## config.mk

```make
export PLATFORM = sky130hd
export DESIGN_NAME = sfm_monitor
export DESIGN_NICKNAME = d
export VERILOG_FILES = /design/src/inc/sfm_pkg.sv /design/src/core/sfm_sync.sv /design/src/core/sfm_hyst.sv /design/src/core/sfm_monitor.sv
export SDC_FILE = /design/constraint.sdc
export NUM_CORES = 1
export LEC_CHECK = 0
export ABC_AREA = 1
export BUFFER_PORTS_ARGS = -buffer_cell sky130_fd_sc_hd__buf_4
export CORE_UTILIZATION = 55
export DETAILED_ROUTE_END_ITERATION = 8
export PLACE_DENSITY = 0.75
export SYNTH_ARGS = -nofsm -noshare
export SYNTH_HDL_FRONTEND = slang
export SYNTH_HIERARCHICAL = 1
export SYNTH_SLANG_ARGS = --single-unit
export TNS_END_PERCENT = 50
```

## constraint.sdc

```tcl
create_clock -name clk_i -period 8.5 [get_ports clk_i]
set_input_delay 0.425 -clock clk_i [delete_from_list [all_inputs] [get_ports clk_i]]
set_output_delay 0.425 -clock clk_i [all_outputs]
set_load 0.005 [all_outputs]
```

## src/inc/sfm_pkg.sv

```systemverilog
// Constants, register map and types of the supply fault event monitor.
// Assumes a single 100 MHz clock and an SPI host as register master.
package sfm_pkg;
	localparam int CLK_HZ = 100_000_000;
	localparam int STARTUP_DELAY_MS = 15;
	localparam int STAGGER_DELAY_MS = 2;
	localparam int STARTUP_CYC = CLK_HZ / 1000 * STARTUP_DELAY_MS;
	localparam int STAGGER_CYC = CLK_HZ / 1000 * STAGGER_DELAY_MS;
	localparam int CNT_W = 21;

	localparam int ADDR_W = 7;
	localparam int FRAME_BITS = 16;
	localparam logic [6:0] ADDR_BUCK_CTRL = 7'h0A;
	localparam logic [6:0] ADDR_CMP_CTRL = 7'h0B;
	localparam logic [6:0] ADDR_EVT_EN = 7'h0C;
	localparam logic [6:0] ADDR_EVT_STAT = 7'h0D;
	localparam logic [6:0] ADDR_EVT_CFG = 7'h0E;

	localparam logic [7:0] RST_BUCK_CTRL = 8'h03;
	localparam logic [7:0] RST_CMP_CTRL = 8'h00;
	localparam logic [7:0] RST_EVT_EN = 8'h0F;
	localparam logic [7:0] RST_EVT_CFG = 8'h00;

	localparam int REGULATOR_OUTPUT_ENABLE_BUCK1_BIT = 0;
	localparam int REGULATOR_OUTPUT_ENABLE_BUCK2_BIT = 1;
	localparam int CMP_HYST_X2_BIT = 7;
	localparam int CMP_OFS_MSB = 6;
	localparam int EVT_POL_BIT = 0;
	localparam int EVT_BUCK2_BIT = 0;
	localparam int EVT_BUCK1_BIT = 1;
	localparam int EVT_LDO_BIT = 2;
	localparam int EVT_CMP_BIT = 3;

	localparam int MV_W = 13;
	localparam int THR_DEFAULT_MV = 2794;
	localparam int THR_STEP_MV = 31;
	localparam int THR_MIN_MV = 2000;
	localparam int THR_MAX_MV = 4000;
	localparam int CMP_HYST_MV = 60;

	typedef enum logic [2:0] {
		SEQ_LOCKOUT = 3'b000,
		SEQ_WAIT_START = 3'b001,
		SEQ_LDO = 3'b010,
		SEQ_BUCK1 = 3'b011,
		SEQ_ACTIVE = 3'b100
	} sfm_seq_state_t;

	typedef struct packed {
		logic low_supply_lockout;
		logic high_supply_lockout;
		logic thermal_trip;
		logic lockout_cutoff;
	} sfm_supply_ind_t;

	typedef struct packed {
		logic ldo;
		logic buck1;
		logic buck2;
	} sfm_rails_t;
endpackage

```

## src/core/sfm_sync.sv

```systemverilog
// Two-stage synchroniser for a group of slow asynchronous levels.
// Assumes each bit is a level that stays put for several clocks.
`timescale 1ns/10ps
module sfm_sync #(
	parameter int W = 1,
	parameter logic [W-1:0] INIT = '0
) (
	input wire logic clk_i,
	input wire logic arst_n_i,
	input wire logic ce_i,
	input wire logic [W-1:0] d_i,
	output logic [W-1:0] q_o
);
	logic [W-1:0] meta_q;
	logic [W-1:0] sync_q;

	// First stage feeds only the second
	always_ff @(posedge clk_i or negedge arst_n_i)
	begin
		if (!arst_n_i)
		begin
			meta_q <= INIT;
			sync_q <= INIT;
		end
		else if (ce_i)
		begin
			meta_q <= d_i;
			sync_q <= meta_q;
		end
	end

	assign q_o = sync_q;
endmodule

```

## src/core/sfm_hyst.sv

```systemverilog
// Set/clear flag with hysteresis taken from two thresholds.
// Assumes set and clear never both hold for a sane threshold pair.
`timescale 1ns/10ps
module sfm_hyst (
	input wire logic clk_i,
	input wire logic arst_n_i,
	input wire logic ce_i,
	input wire logic en_i,
	input wire logic set_i,
	input wire logic clr_i,
	output logic flag_o
);
	logic flag_q;

	always_ff @(posedge clk_i or negedge arst_n_i)
	begin
		if (!arst_n_i)
			flag_q <= 1'b0;
		else if (ce_i)
		begin
			if (!en_i)
				flag_q <= 1'b0;
			else if (set_i)
				flag_q <= 1'b1;
			else if (clr_i)
				flag_q <= 1'b0;
		end
	end

	assign flag_o = flag_q;
endmodule

```

## src/core/sfm_monitor.sv

```systemverilog
// Supply fault event monitor: lockout, power-up sequencing, events, SPI.
// Assumes digitised analog indications and an SPI host on slow pins.
//
// Behaviour
// - Undervoltage lockout turns both bucks off and resets all registers.
// - Leaving undervoltage lockout runs power-up sequence, then active.
// - Overvoltage lockout disables bucks and LDO, resets all registers.
// - Leaving overvoltage lockout runs power-up sequence, then active.
// - In undervoltage lockout LDO and comparator run until cut-off level.
// - Host can read event enable and event status over SPI.
// - Event status is live, never latched, never cleared by reads.
// - Detected event sets its status bit and asserts interrupt.
// - Four sources: buck 2, buck 1, LDO power-good, comparator.
// - Reads never release the interrupt; it follows live conditions.
// - Each event source enabled by one, disabled by zero.
// - Thermal trip holds reset, all off, then power-up on recovery.
// - After thermal recovery every register holds its default.
// - Comparator threshold programmable 2.0 V to 4.0 V in steps.
// - Polarity zero: interrupt low while input above threshold.
// - Polarity one: interrupt high while input above threshold.
// - Comparator falling hysteresis, doubled by a control bit.
// - Reset pin low returns all registers to defaults.
// - Wait 15 ms, LDO, 2 ms, buck 1, 2 ms, buck 2.
// - Host may switch each buck off by clearing its enable bit.
`timescale 1ns/10ps
module sfm_monitor #(
	parameter int STARTUP_CYCLES = sfm_pkg::STARTUP_CYC,
	parameter int STAGGER_CYCLES = sfm_pkg::STAGGER_CYC
) (
	input wire logic clk_i,
	input wire logic arst_n_i,
	input wire logic ce_i,
	input wire sfm_pkg::sfm_supply_ind_t supply_ind_i,
	input wire logic reset_pin_n_i,
	input wire logic [2:0] pg_rise_i,
	input wire logic [2:0] pg_hold_i,
	input wire logic [sfm_pkg::MV_W-1:0] monitored_comparator_input_i,
	input wire logic spi_cs_n_i,
	input wire logic spi_clk_i,
	input wire logic spi_di_i,
	output logic spi_do_o,
	output logic spi_do_oe_o,
	output sfm_pkg::sfm_rails_t rail_en_o,
	output logic cmp_active_o,
	output logic irq_o
);
	import sfm_pkg::*;

	localparam int SYNC_W = 14;
	localparam logic [SYNC_W-1:0] SYNC_INIT = 14'h2204;

	logic [SYNC_W-1:0] sync_s;
	logic [MV_W-1:0] monitored_comparator_input_raw;
	logic [MV_W-1:0] monitored_comparator_input_p_q;
	logic [MV_W-1:0] monitored_comparator_input_q;
	logic uv_s;
	logic ov_s;
	logic tsd_s;
	logic cutoff_s;
	logic rst_pin_s;
	logic [2:0] pg_rise_s;
	logic [2:0] pg_hold_s;
	logic cs_n_s;
	logic sclk_s;
	logic di_s;
	logic seq_fault;
	logic reg_clear;

	sfm_sync #(
		.W(SYNC_W),
		.INIT(SYNC_INIT)
	) u_sync_pins (
		.clk_i(clk_i),
		.arst_n_i(arst_n_i),
		.ce_i(ce_i),
		.d_i({supply_ind_i, reset_pin_n_i, pg_rise_i, pg_hold_i,
			spi_cs_n_i, spi_clk_i, spi_di_i}),
		.q_o(sync_s)
	);

	// Bits may skew through sync; the filter below takes settled words
	sfm_sync #(
		.W(MV_W),
		.INIT('0)
	) u_sync_monitored_comparator_input (
		.clk_i(clk_i),
		.arst_n_i(arst_n_i),
		.ce_i(ce_i),
		.d_i(monitored_comparator_input_i),
		.q_o(monitored_comparator_input_raw)
	);

	// Word taken only when two synced samples agree
	always_ff @(posedge clk_i or negedge arst_n_i)
	begin
		if (!arst_n_i)
		begin
			monitored_comparator_input_p_q <= '0;
			monitored_comparator_input_q <= '0;
		end
		else if (ce_i)
		begin
			monitored_comparator_input_p_q <= monitored_comparator_input_raw;
			if (monitored_comparator_input_raw == monitored_comparator_input_p_q)
				monitored_comparator_input_q <= monitored_comparator_input_raw;
		end
	end

	assign {uv_s, ov_s, tsd_s, cutoff_s} = sync_s[13:10];
	assign rst_pin_s = sync_s[9];
	assign pg_rise_s = sync_s[8:6];
	assign pg_hold_s = sync_s[5:3];
	assign cs_n_s = sync_s[2];
	assign sclk_s = sync_s[1];
	assign di_s = sync_s[0];

	assign seq_fault = uv_s | ov_s | tsd_s;
	// register defaults on any fault or pin
	assign reg_clear = seq_fault | ~rst_pin_s;

	sfm_seq_state_t state_q;
	logic [CNT_W-1:0] cnt_q;
	logic ldo_hold_q;

	always_ff @(posedge clk_i or negedge arst_n_i)
	begin
		if (!arst_n_i)
		begin
			state_q <= SEQ_LOCKOUT;
			cnt_q <= '0;
		end
		else if (ce_i)
		begin
			if (seq_fault)
			begin
				state_q <= SEQ_LOCKOUT;
				cnt_q <= '0;
			end
			else
			begin
				case (state_q)
					SEQ_LOCKOUT:
					begin
						state_q <= SEQ_WAIT_START;
						cnt_q <= '0;
					end
					SEQ_WAIT_START:
					begin
						if (cnt_q == CNT_W'(STARTUP_CYCLES - 1))
						begin
							state_q <= SEQ_LDO;
							cnt_q <= '0;
						end
						else
							cnt_q <= cnt_q + 1'b1;
					end
					SEQ_LDO:
					begin
						if (cnt_q == CNT_W'(STAGGER_CYCLES - 1))
						begin
							state_q <= SEQ_BUCK1;
							cnt_q <= '0;
						end
						else
							cnt_q <= cnt_q + 1'b1;
					end
					SEQ_BUCK1:
					begin
						if (cnt_q == CNT_W'(STAGGER_CYCLES - 1))
						begin
							state_q <= SEQ_ACTIVE;
							cnt_q <= '0;
						end
						else
							cnt_q <= cnt_q + 1'b1;
					end
					SEQ_ACTIVE:
						cnt_q <= '0;
					default:
					begin
						state_q <= SEQ_LOCKOUT;
						cnt_q <= '0;
					end
				endcase
			end
		end
	end

	// LDO rides through undervoltage down to cut-off
	always_ff @(posedge clk_i or negedge arst_n_i)
	begin
		if (!arst_n_i)
			ldo_hold_q <= 1'b0;
		else if (ce_i)
		begin
			if (ov_s | tsd_s | cutoff_s)
				ldo_hold_q <= 1'b0;
			else if (!uv_s && state_q != SEQ_LOCKOUT &&
				state_q != SEQ_WAIT_START)
				ldo_hold_q <= 1'b1;
		end
	end

	logic [7:0] buck_ctrl_q;
	logic [7:0] cmp_ctrl_q;
	logic [7:0] evt_en_q;
	logic [7:0] evt_cfg_q;
	logic wr_stb;
	logic [ADDR_W-1:0] wr_addr;
	logic [7:0] wr_data;

	always_ff @(posedge clk_i or negedge arst_n_i)
	begin
		if (!arst_n_i)
		begin
			buck_ctrl_q <= RST_BUCK_CTRL;
			cmp_ctrl_q <= RST_CMP_CTRL;
			evt_en_q <= RST_EVT_EN;
			evt_cfg_q <= RST_EVT_CFG;
		end
		else if (ce_i)
		begin
			if (reg_clear)
			begin
				buck_ctrl_q <= RST_BUCK_CTRL;
				cmp_ctrl_q <= RST_CMP_CTRL;
				evt_en_q <= RST_EVT_EN;
				evt_cfg_q <= RST_EVT_CFG;
			end
			else if (wr_stb)
			begin
				if (wr_addr == ADDR_BUCK_CTRL)
					buck_ctrl_q <= wr_data & 8'h03;
				else if (wr_addr == ADDR_CMP_CTRL)
					cmp_ctrl_q <= wr_data;
				else if (wr_addr == ADDR_EVT_EN)
					evt_en_q <= wr_data & 8'h0F;
				else if (wr_addr == ADDR_EVT_CFG)
					evt_cfg_q <= wr_data & 8'h01;
			end
		end
	end

	sfm_rails_t rails_q;

	// bucks off in lockout, LDO held through UV lockout to cut-off; per-buck enable
	always_ff @(posedge clk_i or negedge arst_n_i)
	begin
		if (!arst_n_i)
			rails_q <= '0;
		else if (ce_i)
		begin
			rails_q.ldo <= (!seq_fault && (state_q == SEQ_LDO ||
				state_q == SEQ_BUCK1 || state_q == SEQ_ACTIVE)) ||
				(uv_s && ldo_hold_q && !ov_s && !tsd_s && !cutoff_s);
			rails_q.buck1 <= !seq_fault && !reg_clear &&
				(state_q == SEQ_BUCK1 || state_q == SEQ_ACTIVE) &&
				buck_ctrl_q[REGULATOR_OUTPUT_ENABLE_BUCK1_BIT];
			rails_q.buck2 <= !seq_fault && !reg_clear &&
				state_q == SEQ_ACTIVE && buck_ctrl_q[REGULATOR_OUTPUT_ENABLE_BUCK2_BIT];
		end
	end
	assign rail_en_o = rails_q;

	logic cmp_on;
	logic [MV_W-1:0] thr_mv;
	logic [MV_W-1:0] hyst_mv;
	logic cmp_flag;
	logic [2:0] pg_flag;
	int thr_calc;

	// comparator alive until cut-off, off in OV and thermal
	assign cmp_on = !ov_s && !tsd_s && !cutoff_s;

	// threshold from signed step offset, clamped to range
	always_comb
	begin
		thr_calc = THR_DEFAULT_MV + THR_STEP_MV *
			int'(signed'(cmp_ctrl_q[CMP_OFS_MSB:0]));
		if (thr_calc < THR_MIN_MV)
			thr_calc = THR_MIN_MV;
		else if (thr_calc > THR_MAX_MV)
			thr_calc = THR_MAX_MV;
		thr_mv = MV_W'(thr_calc);
	end

	assign hyst_mv = cmp_ctrl_q[CMP_HYST_X2_BIT] ?
		MV_W'(2 * CMP_HYST_MV) : MV_W'(CMP_HYST_MV);

	sfm_hyst u_cmp (
		.clk_i(clk_i),
		.arst_n_i(arst_n_i),
		.ce_i(ce_i),
		.en_i(cmp_on),
		.set_i(monitored_comparator_input_q > thr_mv),
		.clr_i(monitored_comparator_input_q < thr_mv - hyst_mv),
		.flag_o(cmp_flag)
	);

	// power-good flags: set above 90 %, drop below 85 %
	for (genvar g = 0; g < 3; g++)
	begin : g_pg
		sfm_hyst u_pg (
			.clk_i(clk_i),
			.arst_n_i(arst_n_i),
			.ce_i(ce_i),
			.en_i(rails_q[2-g]),
			.set_i(pg_rise_s[g]),
			.clr_i(!pg_hold_s[g]),
			.flag_o(pg_flag[g])
		);
	end

	logic [7:0] evt_stat;
	logic irq_q;

	assign evt_stat = {4'h0, cmp_flag, pg_flag[0], pg_flag[1], pg_flag[2]};

	always_ff @(posedge clk_i or negedge arst_n_i)
	begin
		if (!arst_n_i)
			irq_q <= 1'b1;
		else if (ce_i)
		begin
			if (evt_cfg_q[EVT_POL_BIT])
				irq_q <= |(evt_stat & evt_en_q);
			else
				irq_q <= ~|(evt_stat & evt_en_q);
		end
	end
	assign irq_o = irq_q;
	assign cmp_active_o = cmp_on;

	logic sclk_d_q;
	logic [3:0] bit_cnt_q;
	logic [FRAME_BITS-2:0] shift_q;
	logic rd_q;
	logic [ADDR_W-1:0] addr_q;
	logic [7:0] tx_q;
	logic do_q;
	logic sclk_rise;
	logic sclk_fall;
	logic [7:0] hdr;
	logic [7:0] rd_data;

	assign sclk_rise = sclk_s & ~sclk_d_q;
	assign sclk_fall = ~sclk_s & sclk_d_q;
	assign hdr = {shift_q[6:0], di_s};

	// read mux; status reads have no side effect
	always_comb
	begin
		if (hdr[ADDR_W-1:0] == ADDR_BUCK_CTRL)
			rd_data = buck_ctrl_q;
		else if (hdr[ADDR_W-1:0] == ADDR_CMP_CTRL)
			rd_data = cmp_ctrl_q;
		else if (hdr[ADDR_W-1:0] == ADDR_EVT_EN)
			rd_data = evt_en_q;
		else if (hdr[ADDR_W-1:0] == ADDR_EVT_STAT)
			rd_data = evt_stat;
		else if (hdr[ADDR_W-1:0] == ADDR_EVT_CFG)
			rd_data = evt_cfg_q;
		else
			rd_data = 8'h00;
	end

	always_ff @(posedge clk_i or negedge arst_n_i)
	begin
		if (!arst_n_i)
			sclk_d_q <= 1'b0;
		else if (ce_i)
			sclk_d_q <= sclk_s;
	end

	// Frame: R/W, 7-bit address, 8 data bits, MSB first
	always_ff @(posedge clk_i or negedge arst_n_i)
	begin
		if (!arst_n_i)
		begin
			bit_cnt_q <= '0;
			shift_q <= '0;
			rd_q <= 1'b0;
			addr_q <= '0;
			tx_q <= '0;
			do_q <= 1'b0;
		end
		else if (ce_i)
		begin
			if (cs_n_s || reg_clear)
			begin
				bit_cnt_q <= '0;
				do_q <= 1'b0;
			end
			else
			begin
				if (sclk_rise)
				begin
					shift_q <= {shift_q[FRAME_BITS-3:0], di_s};
					bit_cnt_q <= bit_cnt_q + 1'b1;
					if (bit_cnt_q == 4'h7)
					begin
						rd_q <= hdr[7];
						addr_q <= hdr[ADDR_W-1:0];
						tx_q <= hdr[7] ? rd_data : 8'h00;
					end
				end
				else if (sclk_fall)
				begin
					do_q <= tx_q[7];
					tx_q <= {tx_q[6:0], 1'b0};
				end
			end
		end
	end

	// Write lands on the last rising edge of a write frame
	assign wr_stb = ce_i && !cs_n_s && sclk_rise &&
		bit_cnt_q == 4'hF && !rd_q;
	assign wr_addr = addr_q;
	assign wr_data = {shift_q[6:0], di_s};

	assign spi_do_o = do_q;
	assign spi_do_oe_o = ~cs_n_s;
endmodule

```

After elaboration in Yosys (flattened, before gate mapping)
Index checks and enable logic that the tools add are counted.
{ "classes": {"multipliers": 1, "n_addsub": 4, "muxes": 59, "n_eq_ne": 32, "order_cmp": 4, "shifts": 0, "n_div": 0, "n_reduce_logical": 61, "bitwise_logic": 13} }
{ "ops": {"columns": ["cell", "n"], "rows": [
  ["two-way mux 8 bit", 27],
  ["== test 7 x 4 -> 1 bit (second input constant)", 9],
  ["two-way mux 21 bit", 3],
  ["case mux 21 bit (2 select lines)", 1],
  ["two-way mux 13 bit", 2],
  ["adder 21 x 1 -> 21 bit (second input constant)", 1],
  ["== test 21 x 18 -> 1 bit (second input constant)", 1],
  ["== test 21 bit (second input constant)", 1],
  ["logical AND 1 bit", 18],
  ["two-way mux 1 bit", 18],
  ["nonzero test 2 bit", 9],
  ["case mux 3 bit (5 select lines)", 1],
  ["adder 13 x 13 -> 14 bit (first input constant)", 1],
  ["> comparator 14 x 13 -> 1 bit (second input constant)", 1],
  ["less-than comparator 14 x 12 -> 1 bit (second input constant)", 1],
  ["AND reduction 2 bit", 7],
  ["== test 13 bit", 1],
  ["> comparator 13 bit", 1],
  ["less-than comparator 13 bit", 1],
  ["multiplier 6 x 7 -> 13 bit (first input constant)", 1],
  ["subtractor 13 x 7 -> 13 bit", 1],
  ["two-way mux 3 bit", 4],
  ["!= test 3 bit (second input constant)", 4],
  ["AND reduction 4 bit", 3],
  ["25 further kinds", 57]
]} }
{ "word_totals": {"n_memories": 0, "romBits": 0, "ff_bits": 174, "input_bits": 30, "output_inout_bits": 7, "latchBits": 0, "wordCells": 202, "ramBits": 0} }

Depth between registers and ports, before layout
Gate-level depths: netlist of run 1.
{ "logic_depth": {"ltp_word": 10, "mapped_depth": 40, "mapped_depth_nobuf": 39} }

By module
The synthesis of run 1 kept the hierarchy.
{ "modules_own_cells": {"columns": ["module", "cells_each", "seq_area_each_um2", "n_inst", "area_per_inst_um2"], "rows": [
  ["sfm_monitor", 944, 2486.1, 1, 7211.9],
  ["sfm_sync (u_sync_pins)", 118, 708.2, 1, 1096.1],
  ["sfm_sync (u_sync_monitored_comparator_input)", 110, 650.6, 1, 1037.2],
  ["sfm_hyst", 7, 25.0, 4, 48.8]
]} }

Worst setup path after synthesis of run 1
OpenSTA, ideal clock, no wires.
{ "synth_timing": {"kind": "flip-flop to flip-flop", "startpoint": "reg cmp_ctrl_q[2]", "endpoint": "reg u_cmp.flag_q (netlist: u_cmp/flag_o)", "setup_ns": 0.116, "path_stages_with_launch": 38, "slack_ns": 2.609, "t_arrival_ns": 5.775, "path_cell_list": "dfrtp_1 inv_1 fa_1 inv_1 ha_1 inv_1 fa_1 inv_1 fa_1 ha_1 buf_4 or2_4 nand3b_4 nand3_1 nand2_2 nand2_1 nor2_1 nand2_1 [... 2 more ...] nor2_8 nand2_1 ha_1 inv_1 ha_1 nand3_1 xor2_1 ha_1 a21oi_1 nand3b_1 o2111ai_1 a21oi_1 o21a_1 inv_1 nand2_1 nand2_1 nand2_1 nand2_1"} }
{ "synth_between": {"elab_chain_cells": 9, "elab_cells_between_ends": 13, "cone_classes": "2 x add/sub; 1 x mul; 4 x order compare; 1 x eq/ne; 4 x mux; 1 x reduce/logical"} }
{ "synth_rtl": {"columns": ["element", "line", "text"], "rows": [
  ["from (decl)", "sfm_monitor.sv:205", "logic [7:0] cmp_ctrl_q;"],
  ["from (signal assigned)", "sfm_monitor.sv:235", "cmp_ctrl_q <= wr_data;"],
  ["multiplier 6 x 7 -> 13 bit *", "sfm_monitor.sv:278", "thr_calc = THR_DEFAULT_MV + THR_STEP_MV *"],
  ["adder 13 x 13 -> 14 bit *", "sfm_monitor.sv:278", null],
  ["> comparator 14 x 13 -> 1 bit", "sfm_monitor.sv:282", "else if (thr_calc > THR_MAX_MV)"],
  ["two-way mux 13 bit", "sfm_monitor.sv:282", null],
  ["two-way mux 13 bit *", "sfm_monitor.sv:280", "if (thr_calc < THR_MIN_MV)"],
  ["subtractor 13 x 7 -> 13 bit", "sfm_monitor.sv:296", ".clr_i(monitored_comparator_input_q < thr_mv - hyst_mv),"],
  ["less-than comparator 13 bit", "sfm_monitor.sv:296", null],
  ["!= test 3 bit (no line)", null, null],
  ["AND reduction 2 bit (no line)", null, null],
  ["to (signal assigned)", "sfm_hyst.sv:22", "flag_q <= 1'b0;"],
  ["to (signal assigned)", "sfm_hyst.sv:24", "flag_q <= 1'b1;"],
  ["to (signal assigned)", "sfm_hyst.sv:26", "flag_q <= 1'b0;"],
  ["to (decl)", "sfm_hyst.sv:13", "logic flag_q;"]
]} }
Mark *: on every way between the ends. The rest lies on a longest branch, timed or not.
A chain may end at the register's enable or synchronous reset.

Worst setup path in the final report of run 1
Ends and elaborated chain as after synthesis.

==> flow_summary.yaml, run 1 <==
run_status:
  status: "complete, but fails checks"
  violations: "negative hold slack"
clock_network:
  cts_resized: 0
  cts_sinks: 157
  root_buffer: "clkbuf_16"
  cts_setup_buffers: 0
  insertion_delay_ns: 0.43
  holdBufCountCts: 0
  cts-buffers-inserted: 17
  h-tree-depth: 4
  clk_pin_slew_worst_paths_ns: 0.07
  cts_tree: "done"
  clock_path_buffers: 2
synth:
  synth-main-ff-cell: "dfrtp_1"
  synth_area_sq_mm: 0.009540
  syn-instance-count: 1200
  synth.avg_cell_area_sq_um: 7.950
  yosysSeqAreaShare_pct: 41.35
  synth_cell_types: 60
  synth_edf_count: 0
  yosysWarnings: 6
  synth_seq_cells: 157
  synthArstFlopShare_pct: 100.0
floorplan:
  die_area_sq_mm: 0.01788
  die_width_microns: 133.7
  ioPinCount: 37
  start_util_pct: 56.92
  fp.coreArea_sq_mm: 0.01676
  die_y_microns: 133.7
  row_count: 47
setup_path:
  critPathKind: "reg2reg"
  r2r-end: "u_cmp/flag_o"
  r2r-start: "cmp_ctrl_q[2]"
  cp_slowest_cell: "fa_1"
  cp_data_required_time_ns: 8.86
  crit_path_end_kind: "register"
  crit_fanout: 8
  crit_arrival_ns: 6.83
  max_stage_delay_ns: 0.65
  r2r_slack_ns: 2.03
  crit_path_start_kind: "register"
  cp_common_cell: "nand2_1"
  r2r_cells: 37
cells_and_area:
  nets: 1333
  drive_gt1_share_pct: 11.48
  layout_common_cells: "nand2_1, inv_1, dfrtp_1"
  final_common_cell: "nand2_1"
  n_antenna_cell: 0
  area_growth_syn_to_layout_pct: 10.35
detailed_routing:
  drt_iter0_drc: 540
  drc_errors: 0
  vias: 7737
  ant_nets: 0
  wl_per_cell_microns: 13.82
  wl_microns: 20250
  drtPass1Iterations: 5
  viasPerCell: 5.278
sta:
  slew_headroom_pct: 34.23
  tns_ns: 0
  tightest_slew_ns: 0.9865
  fmax_ghz: 0.1547
  setup_violations: 0
  rsz0062_at_grt: "false"
  min_period_over_period_pct: 76.06
  final_max_slew_viol_count: 0
  finalHoldViolations: 2
  finalCriticalPeriod_ns: 6.465
  fin_hold_ws_ns: -0.003912
  clock-skew-final_ns: 0.008084
flow_run:
  maxCapViolations: 0
global_route:
  grt_pass1_vias: 7419
  track_usage_pct: 24.64
  grt_max_degree: 82
  grt_remaining_overflow: 0
  grt_pass1_wl_microns: 35220
  antenna_found_initial: 0
pwr:
  cellLeakagePower_nw: 5.425
  finalPower_w: 0.001889
  p_per_area_mw_per_mm2: 179.4
  vdd_drop_max_uv: 156.7
placement:
  dp_hpwl_microns: 14730
  place_congestion: 0.8589
  portBuffers: 36
worst_hold_path:
  hold_path.class: "in2async"
power breakdown:
group          switching [W]  internal, W  leakage [nW]
clock network       0.000334     0.000445         0.290
registers          0.0000543     0.000822          2.03
logic               0.000148    0.0000854          3.11
metal layers:
layer | track usage (%) | vias up | wire length, microns
li1 | - | 3949 | -
met1 | 34.12 | 3600 | 9688
met2 | 39.21 | 160 | 9544
met3 | 4.338 | 28 | 688
met4 | 8.207 | 0 | 331
met5 | 0 | - | 0
worst max-delay path by stage:
stage                              from           end  slack, ns  cells after the start
final                     cmp_ctrl_q[2]  u_cmp/flag_o       2.03                     37
after global routing      cmp_ctrl_q[2]  u_cmp/flag_o       1.40                     38
after CTS                 cmp_ctrl_q[2]  u_cmp/flag_o       2.01                     37
after detailed placement  cmp_ctrl_q[2]  u_cmp/flag_o       2.01                     37
after global placement    cmp_ctrl_q[2]  u_cmp/flag_o       2.22                     37
after floorplan           cmp_ctrl_q[2]  u_cmp/flag_o       2.61                     37
per-stage QoR:
stage	utilization (%)	area [sq um]	worst slack, ns	std cells
3_5_place_dp	59.22	9926	2.006	1434
4_1_cts	62.81	10530	2.010	1466
5_1_grt	62.81	10530	1.399	1466
6_report	62.81	10530	2.035	1466
3_3_place_gp	59.22	9926	2.219	1434
2_1_floorplan	-	9544	2.609	1201
worst max-delay path, delay by kind of cell (launching register included):
family | cells | cell delay (ns)
flops | 1 | 0.45
buf+inv | 5 | 0.42
compound gates | 4 | 0.66
fa+ha+maj | 8 | 2.91
simple gates | 20 | 1.96
cell families after synthesis:
kind of cell / after synthesis / share of synthesized area [%]
buffers and inverters: 187 / 8.393
AOI/OAI and AO/OA: 168 / 10.22
other: 1 / 0.03931
and+or+nand+nor: 593 / 27.44
adders and majority gates: 70 / 10.36
DFF: 157 / 41.35
xor gates and xnor gates: 24 / 2.203
final cells by class:
cell class,count,area [sq um]
Clock buffer,18,429.2
Sequential cell,157,3945
Clock inverter,14,172.7
Fill cell,1447,6232
Multi-Input combinational cell,857,4798
Tap cell,220,275.3
Timing Repair Buffer,38,289.0
Inverter,162,618.1
flip-flops by register name (all words and copies together), names as in the netlist, 2 cells and up:
register / count
addr_q: 7
bit_cnt_q: 4
buck_ctrl_q: 2
cmp_ctrl_q: 8
cnt_q: 21
evt_en_q: 4
g_pg.u_pg/flag_o: 3
monitored_comparator_input_p_q: 13
monitored_comparator_input_q: 13
rail_en_o: 3
shift_q: 7
state_q: 3
tx_q: 8
u_sync_monitored_comparator_input/meta_q: 13
u_sync_monitored_comparator_input/q_o: 13
u_sync_pins/meta_q: 14
u_sync_pins/q_o: 14
synth_stat cells (3+ instances only):
cell,count,area (sq um)
o21bai_1,3,22.52
a21oi_1,25,125.1
o22ai_1,21,131.4
fa_1,15,300.3
nand3_2,4,40.04
o2111ai_1,4,35.03
nand2_1,375,1408
xor2_1,17,148.9
nor2_1,55,206.5
buf_4,3,22.52
clkbuf_1,13,48.80
nor4_1,11,68.82
nand4_1,9,56.30
inv_2,4,15.01
a31oi_1,5,31.28
inv_1,156,585.6
dfstp_2,13,341.6
o21ai_0,88,440.4
ha_1,55,688.2
dfrtp_1,144,3603
or2_2,3,18.77
nor3_1,11,55.05
buf_6,5,56.30
nand2_2,24,150.1
nand3_1,74,370.4
nor2_2,10,62.56
xnor2_1,7,61.31
nor2_4,3,33.78
No activity file was read; power rests on OpenSTA's default activity.
==> run 2: changes to the inputs <==
--- a/config.mk
+++ b/config.mk
@@ -9,7 +9,7 @@
 export BUFFER_PORTS_ARGS = -buffer_cell sky130_fd_sc_hd__buf_4
 export CORE_UTILIZATION = 55
 export DETAILED_ROUTE_END_ITERATION = 8
-export PLACE_DENSITY = 0.75
+export PLACE_DENSITY = 0.78
 export SYNTH_ARGS = -nofsm -noshare
 export SYNTH_HDL_FRONTEND = slang
 export SYNTH_HIERARCHICAL = 1
==> constraint.sdc (replaced) <==
create_clock -name clk_i -period 5.81 [get_ports clk_i]
set_input_delay 0.2905 -clock clk_i [delete_from_list [all_inputs] [get_ports clk_i]]
set_output_delay 0.2905 -clock clk_i [all_outputs]
set_load 0.005 [all_outputs]
==> run 2 against run 1 <==
The run ends with negative setup slack left. Non-clock buffer count rose by 49. Sequential power rose by 46%. Clock power increased by 49%. Worst hold slack better by 0.063 ns. Clock-buffer cell count increased by 1. Core utilization rose by 3.8 points. Design area grew 6.1%. Critical path type unchanged. Highest routed layer unchanged.
==> flow_summary.yaml, run 2 (synthesized netlist as in run 1, its figures left out) <==
run_status:
  status: "complete, but fails checks"
  violations: "negative setup slack"
sta:
  setup_slack_ns: -0.1310
  final_max_slew_viol_count: 0
  clock-skew-final_ns: 0.01008
  min_period_over_period_pct: 102.3
  setup_violations: 1
  rsz0062_at_grt: "true"
  finalCriticalPeriod_ns: 5.941
  finalHoldViolations: 0
  slew_headroom_pct: 38.86
  fmax_ghz: 0.1683
  tightest_slew_ns: 0.9170
detailed_routing:
  drt_iter0_drc: 595
  wl_microns: 21640
  vias: 8233
  drtPass1Iterations: 5
  wl_per_cell_microns: 14.28
  ant_nets: 0
  viasPerCell: 5.434
  drc_errors: 0
setup_path:
  cp_slowest_cell: "fa_1"
  cp_data_required_time_ns: 6.12
  crit_path_end_kind: "register"
  critPathKind: "reg2reg"
  crit_arrival_ns: 6.25
  crit_path_start_kind: "register"
  cp_common_cell: "nand2_1"
  crit_fanout: 4
  max_stage_delay_ns: 0.53
  r2r_cells: 36
floorplan:
  die_area_sq_mm: 0.01788
  fp.coreArea_sq_mm: 0.01676
  start_util_pct: 56.92
  ioPinCount: 37
  die_y_microns: 133.7
  row_count: 47
  die_width_microns: 133.7
pwr:
  finalPower_w: 0.002821
  vdd_drop_max_uv: 297.3
  cellLeakagePower_nw: 5.695
  p_per_area_mw_per_mm2: 252.7
global_route:
  grt_remaining_overflow: 0
  grt_pass1_vias: 8020
  antenna_found_initial: 0
  track_usage_pct: 26.00
  grt_max_degree: 86
  grt_pass1_wl_microns: 37260
placement:
  place_congestion: 0.9311
  dp_hpwl_microns: 14900
  portBuffers: 36
  place_ws_ns: -0.3051
cells_and_area:
  largest_reg_flops: 21
  drive_gt1_share_pct: 18.46
  area_growth_syn_to_layout_pct: 17.04
  multiInputGateArea_sq_mm: 0.005036
  fillers: 1346
  n_antenna_cell: 0
  final_common_cell: "nand2_1"
  top_register: "cnt_q"
  regArea_sq_mm: 0.003948
  layout_common_cells: "nand2_1, inv_1, dfrtp_1"
  nets: 1382
clock_network:
  cts-buffers-inserted: 17
  clk_pin_slew_worst_paths_ns: 0.07
  insertion_delay_ns: 0.43
  root_buffer: "clkbuf_16"
  cts_tree: "done"
  clock_path_buffers: 2
  cts_sinks: 157
  h-tree-depth: 4
flow_run:
  maxCapViolations: 0
worst_hold_path:
  whs_path_depth: 3
  hold_path.class: "in2reg"
run 2: metrics by stage:
stage	utilization [%]	hold WS, ns	setup TNS, ns	instances	instance area [sq um]
after floorplan	-	-0.005091	0	1201	9549
after global placement	60.91	0.3927	-0.1116	1471	10210
after detailed placement	60.91	0.3940	-0.3051	1471	10210
after CTS	65.94	0.04401	-0.04979	1509	11050
after global routing	66.62	0.04886	-0.4431	1515	11170
final	66.62	0.05917	-0.1310	1515	11170
run 2: final timing paths:
path	startpoint	endpoint	slack, ns
min in group asynchronous	arst_n_i	sclk_d_q	0.49
max reg2reg	cmp_ctrl_q[3]	u_cmp/flag_o	-0.13
min	monitored_comparator_input_i[6]	u_sync_monitored_comparator_input/meta_q[6]	0.06
min reg2reg	u_sync_pins/meta_q[2]	u_sync_pins/q_o[2]	0.46
max in group asynchronous	arst_n_i	u_sync_monitored_comparator_input/q_o[8]	3.90
max	cmp_ctrl_q[3]	u_cmp/flag_o	-0.13
run 2: final cells by class:
cell class	count	share of cell area, %
multi-input combinational	857	45.10
inverter	162	5.558
sequential	157	35.35
clock inverter	13	1.580
clock buffer	19	3.967
timing repair buffer	87	5.973
tap	220	2.465
run 2: worst max-delay path: cells and delay by family (launching register included):
family / cells / cell delay [ns]
xor+xnor: 1 / 0.15
buf+inv: 4 / 0.19
flops: 1 / 0.42
simple gates: 19 / 1.58
fa+ha+maj: 8 / 2.97
compound gates: 4 / 0.53
run 2: what timing repair did:
action                                  in CTS  in global routing
endpoints found under the setup margin       1                  1
gates resized for setup                     41                 17
hold endpoints to repair                    80                  0
buffers inserted                             5                  7
pin swaps                                   40                 30
hold buffers                                 1                  0
run 2: metal layers:
layer / vias up / wire length [microns] / GRT usage [%]
met2: 239 / 10490 / 42.72
met5: - / 0 / 0
met3: 46 / 912 / 4.452
met4: 0 / 477 / 9.912
met1: 3898 / 9758 / 34.37
li1: 4050 / - / -
run 2: where the power goes:
part | total, W | switching (W) | internal (W) | leakage [nW]
logic | 0.000378 | 0.000235 | 0.000144 | 3.38
registers | 0.00128 | 0.0000779 | 0.00120 | 2.03
clock network | 0.00116 | 0.000465 | 0.000697 | 0.293
==> run 3: changes to the inputs <==
--- a/config.mk
+++ b/config.mk
@@ -5,10 +5,11 @@
 export SDC_FILE = /design/constraint.sdc
 export NUM_CORES = 1
 export LEC_CHECK = 0
-export ABC_AREA = 1
+export ABC_AREA = 0
 export BUFFER_PORTS_ARGS = -buffer_cell sky130_fd_sc_hd__buf_4
 export CORE_UTILIZATION = 55
 export DETAILED_ROUTE_END_ITERATION = 8
+export GPL_TIMING_DRIVEN = 1
 export PLACE_DENSITY = 0.78
 export SYNTH_ARGS = -nofsm -noshare
 export SYNTH_HDL_FRONTEND = slang
==> run 3 against run 2 <==
The flow finishes with violations (negative hold slack, negative setup slack). Setup slack got worse by 0.53 ns. Maximum frequency down 8.2%. Critical path depth is 9 lower. Routed wire length down 11%. Clock skew shrank 0.0031 ns. Worst hold slack lost 0.066 ns. First-iteration DRC count decreased by 53%. Global-route usage decreased by 2.7 points. Largest power group unchanged. Sequential cell count is the same. Critical endpoint unchanged.
==> flow_summary.yaml, run 3 <==
cells_and_area:
  largest_reg_flops: 21
  post-route-util_pct: 66.91
  finalNonFillerCells: 1185
  top_register: "cnt_q"
  fillers: 1228
  layout_common_cells: "dfrtp_1, buf_4, nand2_1"
  drive_gt1_share_pct: 32.44
  n_antenna_cell: 0
  final_common_cell: "dfrtp_1"
  area_growth_syn_to_layout_pct: 18.62
  nets: 1053
placement:
  place_congestion: 0.8544
  place_ws_ns: -0.8459
  portBuffers: 36
  dp_hpwl_microns: 13650
  dp_cells: 1146
floorplan:
  start_util_pct: 56.41
  fp.coreArea_sq_mm: 0.01658
  ioPinCount: 37
  die_area_sq_mm: 0.01753
  die_width_microns: 132.4
  row_count: 47
  die_y_microns: 132.4
clock_network:
  cts_tree: "done"
  h-tree-depth: 4
  clock_path_buffers: 2
  cts-buffers-inserted: 17
  root_buffer: "clkbuf_16"
  insertion_delay_ns: 0.42
  clk_pin_slew_worst_paths_ns: 0.06
  cts_sinks: 157
  holdBufCountCts: 0
worst_hold_path:
  hold_path.class: "in2async"
synth:
  synth_seq_cells: 157
  synthArstFlopShare_pct: 100.0
  synth_common_cells: "dfrtp_1, nand2_1, mux2_2"
  synth.area.top_cells: "dfrtp_1, mux2_2, ha_1"
  yosysSeqAreaShare_pct: 42.17
  synth_area_leader_cell: "dfrtp_1"
  synth_cell_types: 74
  syn-instance-count: 856
  synth_top_cell_area_share_pct: 38.52
  synth.avg_cell_area_sq_um: 10.93
  synth_area_sq_mm: 0.009354
  yosysWarnings: 6
  synth_edf_count: 0
  synth-main-ff-cell: "dfrtp_1"
  synth.most_common_cell: "dfrtp_1"
setup_path:
  crit_arrival_ns: 6.77
  r2r-start: "cmp_ctrl_q[3]"
  r2r_slack_ns: -0.66
  crit_path_end_kind: "register"
  cp_data_required_time_ns: 6.11
  crit_end: "u_cmp/flag_o"
  crit_fanout: 4
  crit_start: "cmp_ctrl_q[3]"
  r2r-end: "u_cmp/flag_o"
  r2r_cells: 27
  critPathKind: "reg2reg"
  crit_path_start_kind: "register"
run_status:
  violations: "negative hold slack, negative setup slack"
  status: "complete, but fails checks"
global_route:
  use_met3_pct: 4.368
  grt.busiest_layer: "met2"
  grt_pass1_wl_microns: 32790
  grt_remaining_overflow: 0
  grtUsageMet2_pct: 36.78
  track_usage_pct: 23.31
  grt_max_degree: 108
  grtUsageMet1_pct: 33.06
  antenna_found_initial: 0
  grt_pass1_vias: 6697
sta:
  min_period_over_period_pct: 111.4
  finalCriticalPeriod_ns: 6.470
  fmax_ghz: 0.1546
  clock-skew-final_ns: 0.006968
  rsz0062_at_grt: "true"
  setup_violations: 1
  final_max_slew_viol_count: 0
  tightest_slew_ns: 1.169
  finalHoldViolations: 3
  setup_slack_ns: -0.6600
  slew_headroom_pct: 22.06
  fin_hold_ws_ns: -0.006785
detailed_routing:
  vias: 6713
  wl_per_cell_microns: 16.19
  drtPass1Iterations: 4
  wl_microns: 19190
  drt_iter0_drc: 282
  ant_nets: 0
  drc_errors: 0
  viasPerCell: 5.665
pwr:
  p_per_area_mw_per_mm2: 250.3
  cellLeakagePower_nw: 5.233
  vdd_drop_max_uv: 232.4
flow_run:
  maxCapViolations: 0
==> run 3: per-stage QoR <==
step                      cell area (sq um)  setup TNS [ns]  hold slack (ns)  power [W]
after floorplan                        9507         -0.5573        -0.005091   0.001530
after global placement                10340         -0.6214           0.4690   0.001627
after detailed placement              10340         -0.8459           0.4780   0.001647
after CTS                             11050         -0.8176          0.03229   0.002795
after global routing                  11100         -0.8904          0.07019   0.002894
final                                 11100         -0.6600        -0.006785   0.002777
==> run 3: how the worst min path moves through the flow <==
stage	endpoint	cells after the start
after global routing	bit_cnt_q[2]	1
after floorplan	addr_q[0]	0
after global placement	ldo_hold_q	1
after CTS	addr_q[5]	1
final	addr_q[4]	1
after detailed placement	ldo_hold_q	1
==> run 3: layout make-up <==
| cell class | count | area, sq um | area share [%] |
|---|---|---|---|
| Tap cell | 220 | 275.3 | 2.481 |
| Sequential cell | 157 | 3950 | 35.60 |
| Clock inverter | 12 | 161.4 | 1.455 |
| Inverter | 46 | 172.7 | 1.556 |
| Clock buffer | 19 | 452.9 | 4.082 |
| Timing Repair Buffer | 110 | 837.1 | 7.544 |
| Multi-Input combinational cell | 621 | 5246 | 47.28 |
==> run 3: logic make-up (layout without fill, tap and decap cells) <==
kind of cell	after synthesis	count (layout)	synth area share, %
DFF	157	157	42.18
muxes	106	106	14.38
and+or+nand+nor	226	226	12.21
xor gates and xnor gates	37	37	3.464
other	1	2	0.04009
AOI/OAI and AO/OA	180	180	13.04
buffers and inverters	79	187	4.120
adders and majority gates	70	70	10.57
==> run 3: report_power, final <==
part           switching (W)  internal [W]
logic               0.000156      0.000185
registers          0.0000914       0.00120
clock network       0.000445      0.000698
total               0.000692       0.00209
==> run 3: worst max-delay path, cell delays in order, from the launching register on <==
cell and delay [ns]:
dfrtp_2 0.44, fa_1 0.50, fa_1 0.50, inv_1 0.05, fa_1 0.49, fa_1 0.56, inv_2 0.05, ha_4 0.29
o21a_4 0.14, o2bb2ai_4 0.06, buf_4 0.13, buf_4 0.13, xnor2_2 0.14, o211ai_1 0.12, buf_4 0.17, nor4_4 0.22
nand2b_1 0.14, a21boi_1 0.08, or2_4 0.27, ha_4 0.28, and3_4 0.20, nor3_4 0.05, a41o_1 0.20, ha_1 0.30
a2111o_1 0.40, o31ai_2 0.26, o21ai_1 0.08, o2bb2ai_1 0.11
==> run 3: layer usage <==
metal	part of all wire [%]	up-vias	routed length [microns]
met5	0	-	0
met4	1.3	0	252
met3	2.7	21	517
met2	48	100	9156
met1	48	3309	9258
li1	-	3283	-
==> run 3: repair_timing <==
item,CTS,global route
pin swaps,20,19
cloned,0,0
setup buffers,7,1
resized for setup,12,9
setup endpoints to repair,1,1
endpoints found under the hold margin,0,0
